--- src/common/display_bus_pkg.sv ---
// package: constants, section codes and carriers for the display host bus port
package display_bus_pkg;

    // ************************************************************
    // widths and counts
    // ************************************************************
    localparam int DATA_W      = 8;        // host data bus width
    localparam int ADDR_W      = 5;        // address lines, low three pick a word
    localparam int LOC_W       = 3;        // location / row field width
    localparam int SEC_LSB     = 3;        // upper address lines start here
    localparam int DEPTH       = 8;        // words per addressed memory
    localparam int CLK_DIV     = 8;        // master clock divider, half period in clk cycles
    localparam logic [7:0] RESET_DATA = 8'h00; // memory contents after reset

    // ************************************************************
    // section codes on the two upper address lines
    // ************************************************************
    localparam logic [1:0] SEC_GLYPH_ADDR = 2'h0; // user-glyph address register
    localparam logic [1:0] SEC_GLYPH_RAM  = 2'h1; // user-glyph ram rows
    localparam logic [1:0] SEC_CONTROL    = 2'h2; // control word register
    localparam logic [1:0] SEC_CHAR_RAM   = 2'h3; // character ram

    // decoded memory section, one-hot
    typedef enum logic [4:0] {
        MEM_FLASH      = 5'h01,
        MEM_GLYPH_ADDR = 5'h02,
        MEM_GLYPH_RAM  = 5'h04,
        MEM_CONTROL    = 5'h08,
        MEM_CHAR_RAM   = 5'h10
    } mem_section_t;

    // host pins after synchronisation
    typedef struct packed {
        logic              chip_select_n;
        logic              write_n;
        logic              read_n;
        logic              flash_select_n;
        logic [ADDR_W-1:0] addr_lines;
        logic [DATA_W-1:0] data;
    } host_pins_t;

    // one decoded access
    typedef struct packed {
        mem_section_t     section;
        logic [LOC_W-1:0] loc;
    } access_t;

endpackage

--- src/verilog/display_host_bus_decode.sv ---
// module: host parallel bus port of the dot-matrix display controller
`timescale 1ns/1ns
`default_nettype none
module display_host_bus_decode
    import display_bus_pkg::*;
#(
    parameter int DIV = CLK_DIV // half period of exported master clock
) (
    input  wire logic              clk,                 // 25 MHz system clock
    input  wire logic              rst,                 // synchronous, active high
    input  wire logic              chip_select_n,       // host chip select
    input  wire logic              write_n,             // host write strobe
    input  wire logic              read_n,              // host read strobe
    input  wire logic              flash_select_n,      // flash ram select
    input  wire logic [ADDR_W-1:0] addr_lines,          // host address
    input  wire logic [DATA_W-1:0] data_in,             // data bus level
    output logic      [DATA_W-1:0] data_out,            // read data
    output logic                   data_oe,             // high while driving data
    input  wire logic              clock_source_select, // high: internal
    input  wire logic              master_clk_in,       // clock pin level
    output logic                   master_clk_out,      // clock pin drive
    output logic                   master_clk_oe,       // clock pin enable
    output logic                   master_tick          // one-cycle master clock edge
);

    // ************************************************************
    // state
    // ************************************************************
    typedef struct packed {
        host_pins_t                     sync1;      // first synchroniser stage
        host_pins_t                     pins;       // second stage, used by logic
        logic [1:0]                     src_sync;   // clock select synchroniser
        logic [2:0]                     mclk_sync;  // two stages plus edge history
        logic [7:0]                     div_cnt;    // internal oscillator divider
        logic                           osc;        // internal master clock
        logic                           wr_done;    // one write per strobe
        logic [DATA_W-1:0]              glyph_addr; // user-glyph address register
        logic [DATA_W-1:0]              control;    // control word register
        logic [DEPTH-1:0][DATA_W-1:0]   char_ram;   // character codes
        logic [DEPTH-1:0][DATA_W-1:0]   flash_ram;  // flash bits per position
        logic [DEPTH-1:0][DATA_W-1:0]   glyph_ram;  // rows of current glyph
        logic [DATA_W-1:0]              dout;       // read data register
        logic                           doe;        // read drive enable
        logic                           mout;       // clock pin drive
        logic                           moe;        // clock pin enable
        logic                           tick;       // master clock rising edge
    } state_t;

    state_t  cur;
    state_t  next_cur;
    access_t acc;

    // decode from synchronised pins only
    section_decode section_decode_i (
        .flash_select_n (cur.pins.flash_select_n),
        .addr_lines     (cur.pins.addr_lines),
        .access         (acc)
    );

    // ************************************************************
    // helpers
    // ************************************************************
    // read mux, used by the read path
    function automatic logic [DATA_W-1:0] read_word(input state_t s, input access_t a);
        unique case (a.section)
            MEM_FLASH:      read_word = s.flash_ram[a.loc];
            MEM_GLYPH_ADDR: read_word = s.glyph_addr;
            MEM_GLYPH_RAM:  read_word = s.glyph_ram[a.loc];
            MEM_CONTROL:    read_word = s.control;
            MEM_CHAR_RAM:   read_word = s.char_ram[a.loc];
            default:        read_word = RESET_DATA;
        endcase
    endfunction

    logic sel;      // chip select active
    logic rd_act;   // synced read strobe under select
    logic wr_act;   // synced write strobe under select
    logic int_src;  // internal master clock chosen
    assign sel     = !cur.pins.chip_select_n;
    assign rd_act  = sel && !cur.pins.read_n;
    assign wr_act  = sel && !cur.pins.write_n;
    assign int_src = cur.src_sync[1];

    // ************************************************************
    // next state
    // ************************************************************
    always_comb begin
        next_cur = cur;
        // pins cross two flops before any logic sees them
        next_cur.sync1 = '{chip_select_n, write_n, read_n, flash_select_n, addr_lines, data_in};
        next_cur.pins  = cur.sync1;
        next_cur.src_sync  = {cur.src_sync[0], clock_source_select};
        next_cur.mclk_sync = {cur.mclk_sync[1:0], master_clk_in};

        // internal oscillator stand-in: divided system clock
        if (cur.div_cnt == 8'(DIV - 1)) begin
            next_cur.div_cnt = 8'h00;
            next_cur.osc     = !cur.osc;
        end else begin
            next_cur.div_cnt = cur.div_cnt + 8'h01;
        end

        // clock pin direction and master tick source
        next_cur.moe  = int_src;
        next_cur.mout = int_src && cur.osc;
        if (int_src) begin
            // internal source selected
            next_cur.tick = next_cur.osc && !cur.osc;
        end else begin
            // external clock from another display
            next_cur.tick = cur.mclk_sync[1] && !cur.mclk_sync[2];
        end

        // write: one store per strobe low period; strobe edge is the hazard
        if (wr_act && !cur.wr_done) begin
            next_cur.wr_done = 1'b1;
            unique case (acc.section)
                MEM_FLASH:      next_cur.flash_ram[acc.loc] = cur.pins.data;
                MEM_GLYPH_ADDR: next_cur.glyph_addr          = cur.pins.data;
                MEM_GLYPH_RAM:  next_cur.glyph_ram[acc.loc] = cur.pins.data;
                MEM_CONTROL:    next_cur.control             = cur.pins.data;
                MEM_CHAR_RAM:   next_cur.char_ram[acc.loc]  = cur.pins.data;
                default:        next_cur.wr_done             = 1'b1;
            endcase
        end else if (!wr_act) begin
            next_cur.wr_done = 1'b0;
        end

        // read: drive only while read and select both low
        next_cur.doe  = rd_act;
        next_cur.dout = rd_act ? read_word(cur, acc) : RESET_DATA;

        if (rst) begin
            next_cur = '0;
            next_cur.sync1.chip_select_n = 1'b1;
            next_cur.sync1.write_n       = 1'b1;
            next_cur.sync1.read_n        = 1'b1;
            next_cur.pins.chip_select_n  = 1'b1;
            next_cur.pins.write_n        = 1'b1;
            next_cur.pins.read_n         = 1'b1;
        end
    end

    // ************************************************************
    // registers
    // ************************************************************
    always_ff @(posedge clk) begin
        cur <= next_cur;
    end

    // outputs straight from flops; bus is split in/out/enable
    assign data_out       = cur.dout;
    assign data_oe        = cur.doe;
    assign master_clk_out = cur.mout;
    assign master_clk_oe  = cur.moe;
    assign master_tick    = cur.tick;
endmodule
`default_nettype wire

--- src/verilog/section_decode.sv ---
// module: address decode into one of the five memory sections
`timescale 1ns/1ns
`default_nettype none
module section_decode
    import display_bus_pkg::*;
(
    input  wire logic              flash_select_n, // low selects flash ram
    input  wire logic [ADDR_W-1:0] addr_lines,     // host address
    output var  access_t           access          // decoded section and location
);

    // ************************************************************
    // decode
    // ************************************************************
    // pure combinational; caller feeds it registered pins and uses the result unregistered
    always_comb begin
        access.loc = addr_lines[LOC_W-1:0];
        if (!flash_select_n) begin
            access.section = MEM_FLASH;
        end else begin
            unique case (addr_lines[ADDR_W-1:SEC_LSB])
                SEC_GLYPH_ADDR: access.section = MEM_GLYPH_ADDR;
                SEC_GLYPH_RAM:  access.section = MEM_GLYPH_RAM;
                SEC_CONTROL:    access.section = MEM_CONTROL;
                SEC_CHAR_RAM:   access.section = MEM_CHAR_RAM;
            endcase
        end
    end

endmodule
`default_nettype wire

--- config.mk ---
export PLATFORM = sky130hd
export DESIGN_NAME = display_host_bus_decode
export DESIGN_NICKNAME = d
export VERILOG_FILES = /design/src/common/display_bus_pkg.sv /design/src/verilog/display_host_bus_decode.sv /design/src/verilog/section_decode.sv
export SDC_FILE = /design/constraint.sdc
export NUM_CORES = 1
export LEC_CHECK = 0
export BUFFER_PORTS_ARGS = -buffer_cell sky130_fd_sc_hd__buf_2
export CAP_MARGIN = 20
export CELL_PAD_IN_SITES_DETAIL_PLACEMENT = 2
export CELL_PAD_IN_SITES_GLOBAL_PLACEMENT = 2
export CORE_MARGIN = 4
export CORE_UTILIZATION = 44
export DETAILED_ROUTE_END_ITERATION = 16
export GPL_TIMING_DRIVEN = 0
export PLACE_DENSITY_LB_ADDON = 0.1
export REMOVE_ABC_BUFFERS = 1
export SYNTH_ARGS = -nofsm -noshare
export SYNTH_HDL_FRONTEND = slang
export SYNTH_SLANG_ARGS = --single-unit
--- constraint.sdc ---
create_clock -name clk -period 3.31 [get_ports clk]
set_input_delay 0 -clock clk [delete_from_list [all_inputs] [get_ports clk]]
set_output_delay 0 -clock clk [all_outputs]
set_load 0.01 [all_outputs]
==> impl_metrics.tcl <==
set metrics [dict create \
    crit_buf_inv 1 \
    drive_gt1_frac 0.134 \
    gp_congestion 0.761 \
    num_vias 8338 \
    numCtsBuffers 30 \
    hpwl_mm 21.1 \
    worstPathMaxFanout 12 \
    coreArea_um2 25100 \
    grt_pass1_vias 9367 \
    max_stage_delay_ns 0.69 \
    finalSetupViolCount 0 \
    hold_viol 0 \
    synthCells 1142 \
    p_leak_uw 0.00475 \
    setup_ws_ns 0.281 \
    rr_worst_depth 6 \
    grt_usage 0.245 \
    cts-root-buf "clkbuf_16" \
    period_needed_ns 3.03 \
    switching_share 0.221 \
    portBuffers 32 \
    pin_count 33 \
    die_h_um 168 \
    worst_setup_path_start_kind "flip-flop" \
    ctsHtreeMaxLevel 1 \
    postSynthAreaPerCell_um2 9.82 \
    hold_class "in2reg" \
    clk_pin_slew_worst_paths_ns 0.06 \
    wire_per_inst_um 23.0 \
    crit_slowest_cell "dfxtp_1" \
    rows 58 \
    whs_path_depth 3 \
    num_antenna_cells 0 \
    yosysWarnings 0 \
    synth-seq-cells 269 \
    fin_util 0.512 \
    min_from "read_n" \
    cts_tree "done" \
    rr_startpoint "cur[248]" \
    first_pass_iters 5 \
    path_delay_family "simple AND/OR/NAND/NOR gates" \
    grt_first_pass_wirelength_mm 55.1 \
    drc 0 \
    finalNetCount 1163 \
    ys_seq_area_frac 0.480 \
    wirelength_mm 34.3 \
    synthArstFlopShare 0 \
    regArea_um2 5390 \
    antenna_found_initial 0 \
    start_util 0.447 \
    fill_cells 2603 \
    p_sw_uw 1530 \
    clk_path_buf_depth 3 \
    synth_area_um2 11200 \
    power_density_nw_per_um2 539 \
    postCtsSetupBuffers 0 \
    power.share.clock 0.483 \
    r2r_end "cur[173]" \
    die-width_um 168 \
    reg2reg_slack_ns 0.28 \
    synth_ff_type "dfxtp_1" \
    worstMarginPinSlew_ns 1.12 \
    finalClockSkew_ns 0.0106 \
    end_kind "flip-flop" \
    slew_headroom 0.254 \
    synth_edf_count 0 \
    cp.required_ns 3.70 \
    cp_cell_sequence "nor4b_2 -> nand3_2 -> buf_8 -> nor3_4 -> mux2i_1 -> nor2_1" \
    maxSlewViolCount 0 \
    syn_to_final_growth_pct 14.6 \
    multi_input_area_um2 5360 \
    status "finished, final reports clean" \
    drtIter0Drc 428 \
    timing.final.crit_share 0.915 \
    min_to "cur[266]" \
    post-place-ws_ns 0.0509 \
    ant_nets 0 \
    cell_internal_pwr_uw 5390 \
    rsz0062_at_grt "false" \
    p_seq_frac 0.480 \
    clock-sinks 269 \
    arrival_ns 3.42 \
    grt_max_degree 140 \
    critPathKind "reg2reg" \
    dieArea_um2 28100 \
    fmax_ghz 0.330 \
    viasPerCell 5.60 \
    grt.overflow.total 0 \
    worstSkewPairLatency_ns 0.55 \
    ir_drop_mv 0.350 \
    comb_power_share 0.038 \
    cap_violations 0 \
    synthDistinctLibCells 56 \
]
-- worst min-delay path, cell delays in order --
cell and delay, ns:
dlygate4sd3_1 0.52, buf_2 0.09, or2_2 0.09
-- how the worst max path moves through the flow --
| stage | startpoint | to | slack (ns) | cells after the start |
|---|---|---|---|---|
| 2_1_floorplan | cur[243] | data_out[0] | -1.36 | 4 |
| 3_5_place_dp | cur[248] | cur[173] | 0.05 | 6 |
| 6_report | cur[248] | cur[173] | 0.28 | 6 |
| 4_1_cts | cur[248] | cur[173] | 0.02 | 6 |
| 3_3_place_gp | cur[243] | cur[152] | -4.42 | 4 |
| 5_1_grt | cur[248] | cur[173] | 0.08 | 6 |
-- layer usage --
metal | wire (µm) | global-route usage | vias to the layer above
met5 | 0 | 0 | -
met4 | 806 | 0.0635 | 0
met3 | 1190 | 0.0373 | 56
met2 | 17500 | 0.443 | 111
met1 | 14800 | 0.305 | 4242
li1 | - | - | 3929
-- stage by stage --
stage | hold slack, ns | std cells | TNS [ns] | power (µW) | cell area [µm²]
after floorplan | 0.0691 | 1042 | -147.30 | 3480 | 10800
after global placement | 0.183 | 1404 | -627.66 | 3610 | 11300
after detailed placement | 0.186 | 1417 | 0 | 3630 | 11700
after CTS | 0.167 | 1489 | 0 | 6990 | 12800
after global routing | 0.169 | 1489 | 0 | 7190 | 12900
final | 0.182 | 1489 | 0 | 6930 | 12900
-- sequential cells by signal, indices dropped and copies added (netlist names) --
signal and count:
master_clk_out 1, data_oe 1, data_out 8, master_clk_oe 1, master_tick 1, cur 257
-- cell usage in the layout, fill, tap and decap left out, types with 11 or more instances in the layout --
cell type	count
a21oi_1	50
buf_2	31
clkbuf_16	31
dfxtp_1	266
dlygate4sd3_1	21
mux2_2	14
mux2i_1	212
mux4_2	11
nand2_1	51
nand3_1	31
nor2_1	202
nor2b_1	42
o21ai_0	17
o221ai_1	12
o22ai_1	16
-- Yosys cell counts (13+ instances only) --
cell,n,share of area
buf_4,15,0.010
nor2b_1,42,0.023
o21ai_0,17,0.0076
nor2_1,202,0.068
a21oi_1,50,0.022
clkbuf_1,59,0.020
mux2i_1,212,0.19
mux2_2,14,0.014
buf_2,13,0.0058
nand2_1,52,0.017
dfxtp_1,269,0.48
o22ai_1,16,0.0089
nand3_1,32,0.014
-- final cells by class --
| class | count | share of cell area |
|---|---|---|
| repair buffers | 66 | 0.0533 |
| well taps | 330 | 0.0321 |
| inverters | 4 | 0.00117 |
| flip-flops and latches | 269 | 0.419 |
| multi-input cells | 769 | 0.417 |
| clock inverters | 6 | 0.00623 |
| clock buffers | 45 | 0.0706 |
-- kinds of logic after synthesis --
| logic type | Yosys count | synth area share |
|---|---|---|
| buf+inv | 104 | 0.0426 |
| flops | 269 | 0.480 |
| simple gates | 390 | 0.168 |
| compound gates | 134 | 0.0768 |
| xor+xnor | 6 | 0.00468 |
| fa+ha+maj | 2 | 0.00223 |
| mux | 237 | 0.225 |
-- timing repair --
action	4_1_cts	5_1_grt
gates resized for setup	0	3
setup endpoints to repair	0	27
hold buffers	21	0
hold endpoints to repair	89	0
-- power by group through the flow --
stage	sequential (µW)	combinational, µW	clock (µW)
3_3_place_gp	3430	179	0
3_5_place_dp	3390	239	0
6_report	3320	260	3340
4_1_cts	3320	261	3400
2_1_floorplan	3390	89.5	0
5_1_grt	3330	283	3580
Power figures use the tool's default switching activity.
